[config.mk]
export PLATFORM = sky130hd
export DESIGN_NAME = dks_scan_ctrl
export DESIGN_NICKNAME = d
export VERILOG_FILES = /design/src/rtl/dks_pkg.sv /design/src/rtl/dks_spi_slave.sv /design/src/rtl/dks_scan_ctrl.sv
export SDC_FILE = /design/constraint.sdc
export NUM_CORES = 1
export LEC_CHECK = 0
export BUFFER_PORTS_ARGS = -buffer_cell sky130_fd_sc_hd__buf_2
export CORE_ASPECT_RATIO = 0.5
export CORE_MARGIN = 1
export CORE_UTILIZATION = 57
export DETAILED_ROUTE_END_ITERATION = 10
export PLACE_DENSITY = 0.77
export SLEW_MARGIN = 20
export SYNTH_ARGS = -nofsm -noshare
export SYNTH_HDL_FRONTEND = slang
export SYNTH_SLANG_ARGS = --single-unit
[constraint.sdc]
create_clock -name clk_sys_i -period 4.2 [get_ports clk_sys_i]
set_input_delay 0 -clock clk_sys_i [delete_from_list [all_inputs] [get_ports clk_sys_i]]
set_output_delay 0 -clock clk_sys_i [all_outputs]
set_load 0.02 [all_outputs]
[src/rtl/dks_pkg.sv]
package dks_pkg;
    localparam int unsigned CLK_HZ = 40000000;
    localparam int unsigned SLOT_US = 2500;
    localparam int unsigned SLOT_CYC = (CLK_HZ / 1000000) * SLOT_US;
    localparam int unsigned BEEP_US = 2000;
    localparam int unsigned BEEP_CYC = (CLK_HZ / 1000000) * BEEP_US;
    localparam int unsigned NUM_SLOTS = 6;
    localparam int unsigned NUM_DIGITS = 19;
    localparam int unsigned NUM_LAMPS = 37;
    localparam int unsigned NUM_KEYS = 30;
    localparam int unsigned SLOT_W = 3;
    localparam int unsigned TMR_W = 17;
    localparam logic [SLOT_W-1:0] HILITE_SLOT = 3'h5;
    localparam logic [SLOT_W-1:0] LAST_SLOT = 3'h5;
    localparam int unsigned DIG_PER_SLOT = 4;
    localparam int unsigned LAMP_PER_SLOT = 8;
    localparam int unsigned KEY_PER_SLOT = 6;
    localparam int unsigned DIG_IDX_W = 5;
    localparam int unsigned SPI_W = 8;
    localparam logic [7:0] CMD_DIGIT = 8'h01;
    localparam logic [7:0] CMD_LAMP = 8'h02;
    localparam logic [7:0] CMD_SELECT = 8'h03;
    localparam logic [7:0] CMD_KEYS = 8'h04;
endpackage : dks_pkg

[src/rtl/dks_spi_slave.sv]
module dks_spi_slave
    import dks_pkg::*;
(
    input wire logic clk_sys_i,
    input wire logic arst_n_i,
    input wire logic sck_i,
    input wire logic cs_n_i,
    input wire logic mosi_i,
    input wire logic [SPI_W-1:0] tx_byte_i,
    output logic miso_o,
    output logic [SPI_W-1:0] rx_byte_o,
    output logic rx_vld_o,
    output logic frame_o
);
    typedef struct packed {
        logic [2:0] sck_s;
        logic [1:0] cs_s;
        logic [1:0] mosi_s;
        logic [SPI_W-1:0] sh;
        logic [SPI_W-1:0] tx;
        logic [2:0] cnt;
        logic [SPI_W-1:0] rx;
        logic vld;
        logic miso;
    } dks_spi_t;
    dks_spi_t r, nxt;
    logic sck_rise, sck_fall, cs_act;
    always_comb
    begin
        nxt = r;
        nxt.sck_s = {r.sck_s[1:0], sck_i};
        nxt.cs_s = {r.cs_s[0], cs_n_i};
        nxt.mosi_s = {r.mosi_s[0], mosi_i};
        nxt.vld = 1'b0;
        // Edge detection looks only at the second stage and beyond
        sck_rise = r.sck_s[1] && !r.sck_s[2];
        sck_fall = !r.sck_s[1] && r.sck_s[2];
        cs_act = !r.cs_s[1];
        if (!cs_act)
        begin
            nxt.cnt = '0;
            nxt.tx = tx_byte_i;
            nxt.miso = tx_byte_i[SPI_W-1];
        end
        else if (sck_rise)
        begin
            nxt.sh = {r.sh[SPI_W-2:0], r.mosi_s[1]};
            nxt.cnt = r.cnt + 3'h1;
            if (r.cnt == 3'(SPI_W - 1))
            begin
                nxt.rx = {r.sh[SPI_W-2:0], r.mosi_s[1]};
                nxt.vld = 1'b1;
            end
        end
        else if (sck_fall)
        begin
            // Mode 0: next bit goes out on the falling edge
            if (r.cnt == 3'h0)
                nxt.tx = tx_byte_i;
            else
                nxt.tx = {r.tx[SPI_W-2:0], 1'b0};
            nxt.miso = (r.cnt == 3'h0) ? tx_byte_i[SPI_W-1] : r.tx[SPI_W-2];
        end
    end
    always_ff @(posedge clk_sys_i or negedge arst_n_i)
    begin
        if (!arst_n_i)
        begin
            r <= '{sck_s: '0, cs_s: '1, default: '0};
        end
        else
        begin
            r <= nxt;
        end
    end
    assign miso_o = r.miso;
    assign rx_byte_o = r.rx;
    assign rx_vld_o = r.vld;
    assign frame_o = !r.cs_s[1];
endmodule : dks_spi_slave

[src/rtl/dks_scan_ctrl.sv]
module dks_scan_ctrl
    import dks_pkg::*;
(
    input wire logic clk_sys_i,
    input wire logic arst_n_i,
    input wire logic spi_sck_i,
    input wire logic spi_cs_n_i,
    input wire logic spi_mosi_i,
    output logic spi_miso_o,
    input wire logic beep_i,
    input wire logic [KEY_PER_SLOT-1:0] key_ret_i,
    output logic [NUM_DIGITS-1:0] dig_en_o,
    output logic [7:0] seg_o,
    output logic [LAMP_PER_SLOT-1:0] lamp_o,
    output logic [NUM_SLOTS-1:0] slot_sel_o,
    output logic buzzer_o,
    output logic frame_tick_o
);
    typedef enum logic [1:0] {ST_CMD, ST_ADDR, ST_DATA} dks_rx_st_t;
    typedef struct packed {
        logic [TMR_W-1:0] slot_tmr;
        logic [SLOT_W-1:0] slot;
        logic [TMR_W-1:0] beep_tmr;
        logic [2:0] beep_s;
        dks_rx_st_t st;
        logic [7:0] cmd;
        logic [7:0] addr;
        logic [NUM_DIGITS-1:0][7:0] seg_mem;
        logic [NUM_LAMPS-1:0] lamps;
        logic [DIG_IDX_W-1:0] sel_dig;
        logic [NUM_KEYS-1:0] keys;
        logic [NUM_DIGITS-1:0] dig_en;
        logic [7:0] seg;
        logic [LAMP_PER_SLOT-1:0] lamp;
        logic [NUM_SLOTS-1:0] slot_sel;
        logic buzz;
        logic tick;
        logic [KEY_PER_SLOT-1:0] kr1;
        logic [KEY_PER_SLOT-1:0] kr2;
        logic [SPI_W-1:0] tx;
    } dks_state_t;
    dks_state_t r, nxt;
    logic [SPI_W-1:0] rx_byte;
    logic rx_vld;
    logic frame;
    dks_spi_slave u_spi (
        .clk_sys_i(clk_sys_i),
        .arst_n_i(arst_n_i),
        .sck_i(spi_sck_i),
        .cs_n_i(spi_cs_n_i),
        .mosi_i(spi_mosi_i),
        .tx_byte_i(r.tx),
        .miso_o(spi_miso_o),
        .rx_byte_o(rx_byte),
        .rx_vld_o(rx_vld),
        .frame_o(frame)
    );
    always_comb
    begin
        int unsigned base;
        int unsigned idx;
        base = 0;
        idx = 0;
        nxt = r;
        nxt.tick = 1'b0;
        nxt.beep_s = {r.beep_s[1:0], beep_i};
        nxt.kr1 = key_ret_i;
        nxt.kr2 = r.kr1;
        // Slot timer: SLOT_CYC clocks per slot, wraps after slot 5
        if (r.slot_tmr == TMR_W'(SLOT_CYC - 1))
        begin
            nxt.slot_tmr = '0;
            // Keys sampled at end of slot, when returns have settled
            base = 32'(r.slot) * KEY_PER_SLOT;
            for (int k = 0; k < KEY_PER_SLOT; k++)
            begin
                if (base + k < NUM_KEYS)
                begin
                    nxt.keys[base + k] = r.kr2[k];
                end
            end
            if (r.slot == LAST_SLOT)
            begin
                nxt.slot = '0;
                nxt.tick = 1'b1;
            end
            else
            begin
                nxt.slot = r.slot + SLOT_W'(1);
            end
        end
        else
        begin
            nxt.slot_tmr = r.slot_tmr + TMR_W'(1);
        end
        // Digit drive for the current slot
        nxt.dig_en = '0;
        nxt.seg = '0;
        if (r.slot == HILITE_SLOT)
        begin
            if (32'(r.sel_dig) < NUM_DIGITS)
            begin
                nxt.dig_en[r.sel_dig] = 1'b1;
                nxt.seg = r.seg_mem[r.sel_dig];
            end
        end
        else
        begin
            // Up to four digits share a slot (three in slot 4); segments hold the lowest one lit
            for (int d = DIG_PER_SLOT - 1; d >= 0; d--)
            begin
                idx = 32'(r.slot) * DIG_PER_SLOT + 32'(d);
                if (idx < NUM_DIGITS)
                begin
                    nxt.dig_en[idx] = 1'b1;
                    nxt.seg = r.seg_mem[idx];
                end
            end
        end
        nxt.slot_sel = '0;
        nxt.slot_sel[r.slot] = 1'b1;
        nxt.lamp = '0;
        for (int l = 0; l < LAMP_PER_SLOT; l++)
        begin
            idx = 32'(r.slot) * LAMP_PER_SLOT + 32'(l);
            if (idx < NUM_LAMPS)
            begin
                nxt.lamp[l] = r.lamps[idx];
            end
        end
        // Buzzer: a new edge reloads the timer, so pulses never queue
        if (r.beep_s[1] && !r.beep_s[2])
        begin
            nxt.beep_tmr = TMR_W'(BEEP_CYC);
        end
        else if (r.beep_tmr != '0)
        begin
            nxt.beep_tmr = r.beep_tmr - TMR_W'(1);
        end
        nxt.buzz = (nxt.beep_tmr != '0);
        // Host command decode: cmd, addr, then data bytes
        if (!frame)
        begin
            nxt.st = ST_CMD;
        end
        else if (rx_vld)
        begin
            case (r.st)
                ST_CMD:
                begin
                    nxt.cmd = rx_byte;
                    nxt.st = ST_ADDR;
                    nxt.tx = r.keys[7:0];
                end
                ST_ADDR:
                begin
                    nxt.addr = rx_byte;
                    nxt.st = ST_DATA;
                    nxt.tx = (r.cmd == CMD_KEYS) ? 8'(r.keys >> {rx_byte[1:0], 3'h0}) : 8'h00;
                end
                ST_DATA:
                begin
                    nxt.addr = r.addr + 8'h01;
                    case (r.cmd)
                        CMD_DIGIT:
                        begin
                            // Addresses past the last digit are dropped
                            if (32'(r.addr) < NUM_DIGITS)
                            begin
                                nxt.seg_mem[r.addr[DIG_IDX_W-1:0]] = rx_byte;
                            end
                        end
                        CMD_LAMP:
                        begin
                            for (int b = 0; b < SPI_W; b++)
                            begin
                                idx = 32'(r.addr) * SPI_W + 32'(b);
                                if (idx < NUM_LAMPS)
                                begin
                                    nxt.lamps[idx] = rx_byte[b];
                                end
                            end
                        end
                        CMD_SELECT:
                        begin
                            nxt.sel_dig = rx_byte[DIG_IDX_W-1:0];
                        end
                        default:
                        begin
                            // Unknown commands swallow their data bytes
                            nxt.st = ST_DATA;
                        end
                    endcase
                    nxt.tx = 8'(r.keys >> {r.addr[1:0] + 2'h1, 3'h0});
                end
                default:
                    nxt.st = ST_CMD;
            endcase
        end
    end
    always_ff @(posedge clk_sys_i or negedge arst_n_i)
    begin
        if (!arst_n_i)
        begin
            r <= '0;
        end
        else
        begin
            r <= nxt;
        end
    end
    assign dig_en_o = r.dig_en;
    assign seg_o = r.seg;
    assign lamp_o = r.lamp;
    assign slot_sel_o = r.slot_sel;
    assign buzzer_o = r.buzz;
    assign frame_tick_o = r.tick;
endmodule : dks_scan_ctrl

---- Yosys cells after proc, flatten, opt, wreduce, memory -nomap -nowiden ----
Index checks and enable logic that the tools add are counted.
operators by class
  shift-type cells ........................ 2
  divide/modulo/power cells ............... 0
  reductions and logical operators ........ 47
  magnitude comparators ................... 78
  multiply operators ...................... 1
  $add $sub $neg .......................... 28
  bitwise logic cells ..................... 4
  mux-type cells .......................... 177
  equal/unequal tests ..................... 11
operators with widths
  kind                     number
  $mux W37                 37
  $mux W30                 11
  $mux W152                2
  $bwmux W37               8
  $mux W27                 9
  $mux W212                1
  $mux W194                1
  $bwmux W30               6
  $bmux W8 S5              4
  $lt A32 B5 Y1 const B    5
  $bwmux W152              1
  $ge A12 B1 Y1 const B    7
  $lt A12 B6 Y1 const B    7
  $lt A12 B7 Y1 const B    7
  $lt A7 B6 Y1 const B     12
  $mux W8                  8
  $shr A30 B5 Y8           2
  $mux W17                 3
  $lt A7 B7 Y1 const B     7
  $add A11 B3 Y12 const B  4
  $demux W1 S5             9
  $mux W1                  43
  $add A6 B3 Y7 const B    6
  $bmux W1 S6              7
  other kinds (66)         141
word-level totals
  bits in latches ......................... 0
  memories ................................ 0
  register bits after elaboration ......... 379
  output and inout bits ................... 44
  bits in writable memories ............... 0
  bits of input ports ..................... 12
  memory bits (read-only) ................. 0

---- Depth between registers and ports, before layout ----
  depth after elaboration ................. 52
  mapped depth ............................ 14
  gate-level depth less buffers ........... 11

---- Hierarchy ----
Synthesis repeated with hierarchy kept, for this count alone.
unflattened totals
  cells, all modules ...................... 1667
  area total of the unflattened synthesis .. 19796.5 um2
by module, submodules not included
  module         cells an instance  times used  area an instance (um2)
  dks_scan_ctrl  1554               1           18302.6
  dks_spi_slave  113                1           1493.9

---- Worst setup path before layout ----
Ideal clock, no wire load.
  path type ............................... reg2reg
  start point ............................. register r[326] (netlist name)
  end point ............................... register r[90] (netlist name)
  setup time .............................. 0.131 ns
  arrival ................................. 3.849 ns
  path buffers ............................ 4
  cell stages (with the launch flop) ...... 15
  setup slack ............................. 0.220 ns
  cell sequence ........................... dfrtp_1 > clkbuf_1 > buf_1 > inv_1 > fa_1 > clkbuf_1 > inv_1 > ha_1 > and2_1 > clkbuf_1 > xnor2_1 > and4_1 > mux2_2 > nand3_1 > o211ai_1
between the ends
  cells in the longest elaborated chain, start to end .. 20
  elaborated cells between the ends (all ways) .. 53
  classes of those cells .................. add/sub (5); mul (1); order compare (16); mux (26); reduce/logical (5)
RTL lines
  element                                                                    RTL line                                  text
  start: declaration                                                         dks_scan_ctrl.sv:42                       dks_state_t r, nxt;
  start signal: assignment                                                   dks_scan_ctrl.sv:209                      r <= nxt;
  $mul A3 B2 Y5 (*)                                                          dks_scan_ctrl.sv:74                       base = 32'(r.slot) * KEY_PER_SLOT;
  $add A6 B1 Y7                                                              dks_scan_ctrl.sv:77, dks_scan_ctrl.sv:79
  $ge A7 B1 Y1 (not written as such) / $lt A7 B6 Y1 (equally long branches)  dks_scan_ctrl.sv:79                       nxt.keys[base + k] = r.kr2[k];
  $logic_and A1 B1 Y1 (not written as such)                                  dks_scan_ctrl.sv:79
  $mux W1 (not written as such)                                              dks_scan_ctrl.sv:79
  $demux W1 S5                                                               dks_scan_ctrl.sv:79
  $bwmux W30                                                                 dks_scan_ctrl.sv:79
  $mux W30                                                                   dks_scan_ctrl.sv:77                       if (base + k < NUM_KEYS)
  (+4 left out)                                                              n/a
  $bwmux W30                                                                 dks_scan_ctrl.sv:79
  $mux W30                                                                   dks_scan_ctrl.sv:77
  $mux W30                                                                   dks_scan_ctrl.sv:70                       if (r.slot_tmr == TMR_W'(SLOT_CYC - 1))
  $bwmux W30                                                                 dks_scan_ctrl.sv:79
  $mux W30                                                                   dks_scan_ctrl.sv:77
  $mux W30                                                                   dks_scan_ctrl.sv:70
  $bwmux W30                                                                 dks_scan_ctrl.sv:79
  $mux W30 (*)                                                               dks_scan_ctrl.sv:77
Every way passes the cells marked *; elsewhere a longest branch is shown, timed or not. The select of a mux whose other input is x is not followed.
A chain may end at the register's enable or synchronous reset.

---- Final worst setup path ----
  start point ............................. register r[326] (netlist name)
  end point ............................... register r[86] (netlist name)
The elaborated chain is that of the path after synthesis.

==> impl_metrics.json <==
{
  "yosys_warnings": 0,
  "drt_iter0_markers": 1515,
  "ctsHtreeMaxLevel": 2,
  "cts_tree": "done",
  "remaining_drc_errors": 0,
  "wire_per_inst_um": 23.4,
  "portBuffers": 55,
  "rsz0062_at_grt": "false",
  "slowest_stage": "a311oi_1",
  "die_y_um": 132,
  "relSlewSlack": 0.261,
  "fp.dieArea_sq_mm": 0.0347,
  "initial_core_util": 0.581,
  "cts_buffers": 35,
  "vias": 13500,
  "sw_frac_of_total": 0.240,
  "gp_congestion": 0.919,
  "worstRegToRegCells": 12,
  "row_count": 47,
  "synthFlopType": "dfrtp_1",
  "synthTopCellsByArea": "dfrtp_1, mux2_2, mux4_2",
  "p_leak_nw": 9.57,
  "grt_antenna_before_repair": 0,
  "synth-seq-cells": 379,
  "drive_gt1_frac": 0.311,
  "ant_nets": 0,
  "ys_seq_area_frac": 0.491,
  "arrival_ps": 4140,
  "post-route-min-period_ps": 3720,
  "p_clk_frac": 0.448,
  "fin_nets": 1625,
  "clock_latency_ps": 570,
  "setup-violations-final": 0,
  "wl_um": 47900,
  "drv_cap": 0,
  "cp-end-kind": "flop",
  "synth-edff-count": 0,
  "area_growth_pct": 8.89,
  "worst-path-max-fanout": 9,
  "rr_endpoint": "r[86]$_DFFE_PN0N_",
  "fin_setup_tns_ps": 0,
  "p_comb_frac": 0.045,
  "grt_max_degree": 97,
  "cp.required_ps": 4620,
  "worstMarginPinSlew_ps": 1110,
  "synth.most_common_cell": "dfrtp_1",
  "outcome": "finished, final reports clean",
  "clk_pin_slew_ps": 70,
  "synth.distinct_cells": 66,
  "clockBufferDepth": 3,
  "slew_viol_final": 0,
  "p_int_mw": 5.74,
  "min_period_over_period": 0.885,
  "path_cells": "buf_4 > ha_1 > inv_1 > fa_1 > inv_1 > ha_1 > and2_1 > xnor2_1 > a311oi_1 > nand3b_1 > mux2i_1 > o21ai_0",
  "power.share.sequential": 0.506,
  "track_usage": 0.285,
  "finalClockSkew_ps": 26.9,
  "slowest_delay_ps": 500,
  "switchingPower_mw": 1.81,
  "syn_nets": 1636,
  "critPathKind": "reg -> reg",
  "hold_violations": 0,
  "r2r-start": "r[326]$_DFFE_PN0N_",
  "syn_area_sq_mm": 0.0193,
  "placeableCoreArea_sq_mm": 0.0332,
  "yosys.area.top_type": "dfrtp_1",
  "syn_area_per_cell_sq_um": 12.1,
  "die_w_um": 262,
  "syn_inst": 1594,
  "viasPerCell": 6.58,
  "grt-ovfl-total": 0,
  "diodes": 0,
  "first_global_vias": 14200,
  "firstDrtPassIters": 6,
  "critPathLaunchType": "flop",
  "grt_pass1_wl_um": 78500,
  "ioPinCount": 56,
  "rrSetupSlack_ps": 480,
  "cts.sinks": 379,
  "synthTopCellsByCount": "dfrtp_1, mux2_2, nand2_1, clkbuf_1, mux4_2",
  "dp_hpwl_um": 31500,
  "power_density_mw_per_mm2": 359,
  "clockRootBuffer": "clkbuf_16",
  "synth_top_area_share": 0.489,
  "max_clock_freq_mhz": 269,
  "synthArstFlopShare": 1.00,
  "ir_drop_uv": 236,
  "holdCritPathClass": "in -> async",
  "finalPower_mw": 7.56
}
[cell usage in the layout, fill, tap and decap left out, types with 32 or more instances in the layout]
master       n
mux2_2     234
nand3_1     32
a21oi_1     33
dfrtp_1    374
a22oi_1     42
buf_2       54
nand2_1    139
o21ai_0     52
mux2i_1     52
mux4_2      75
clkbuf_16   35
nor2_1      66
[critical path, delay by kind of cell, from the launching register on]
family	cells	cell delay, ps
fa+ha+maj	3	970
compound gates	2	630
simple gates	2	610
buf+inv	3	560
flops	1	420
xor+xnor	1	200
mux	1	190
[per-layer routing]
metal  part of all wire  track usage
met5                  0            0
met1               0.40        0.378
met2               0.48        0.466
met3              0.076       0.0521
met4              0.038        0.124
[power by group through the flow]
stage | Clock [mW] | Combinational (mW) | Sequential, mW
2_1_floorplan | 0 | 0.215 | 3.85
3_3_place_gp | 0 | 0.328 | 3.89
3_5_place_dp | 0 | 0.336 | 3.89
4_1_cts | 3.42 | 0.347 | 3.82
5_1_grt | 3.58 | 0.393 | 3.83
6_report | 3.39 | 0.343 | 3.83
[what timing repair did]
item | CTS | global route
resized for setup | 0 | 0
endpoints found under the hold margin | 96 | 0
buffers inserted | 0 | 0
hold buffers | 11 | 0
[per-stage QoR]
| stage | util | hold slack (ps) | area [sq um] | worst slack (ps) | instances |
|---|---|---|---|---|---|
| final | 0.633 | 52.3 | 21000 | 481 | 2051 |
| after global routing | 0.633 | 101 | 21000 | 226 | 2051 |
| after CTS | 0.633 | 77.1 | 21000 | 568 | 2051 |
| after detailed placement | 0.593 | 74.4 | 19700 | 618 | 1976 |
| after global placement | 0.593 | 56.4 | 19700 | 766 | 1976 |
| after floorplan | - | -296 | 19300 | 220 | 1594 |
[how the worst max path moves through the flow]
| stage | from | to | cells after the start |
|---|---|---|---|
| 2_1_floorplan | r[326]$_DFFE_PN0N_ | r[90]$_DFFE_PN0N_ | 14 |
| 3_3_place_gp | r[326]$_DFFE_PN0N_ | r[86]$_DFFE_PN0N_ | 12 |
| 3_5_place_dp | r[326]$_DFFE_PN0N_ | r[86]$_DFFE_PN0N_ | 12 |
| 4_1_cts | r[326]$_DFFE_PN0N_ | r[81]$_DFFE_PN0N_ | 12 |
| 5_1_grt | r[326]$_DFFE_PN0N_ | r[84]$_DFFE_PN0N_ | 12 |
| 6_report | r[326]$_DFFE_PN0N_ | r[86]$_DFFE_PN0N_ | 12 |
[layout make-up]
class	instances	area (sq um)
Clock inverter	21	241
Multi-Input combinational cell	1044	9030
Fill cell	2396	12200
Inverter	31	116
Tap cell	441	552
Clock buffer	43	976
Timing Repair Buffer	92	616
Sequential cell	379	9490
[kinds of logic after synthesis]
kind of cell | synth area share
fa+ha+maj | 0.0198
compound gates | 0.0799
simple gates | 0.102
mux | 0.254
xor+xnor | 0.0118
flops | 0.491
buf+inv | 0.0416
Power figures use the tool's default switching activity.
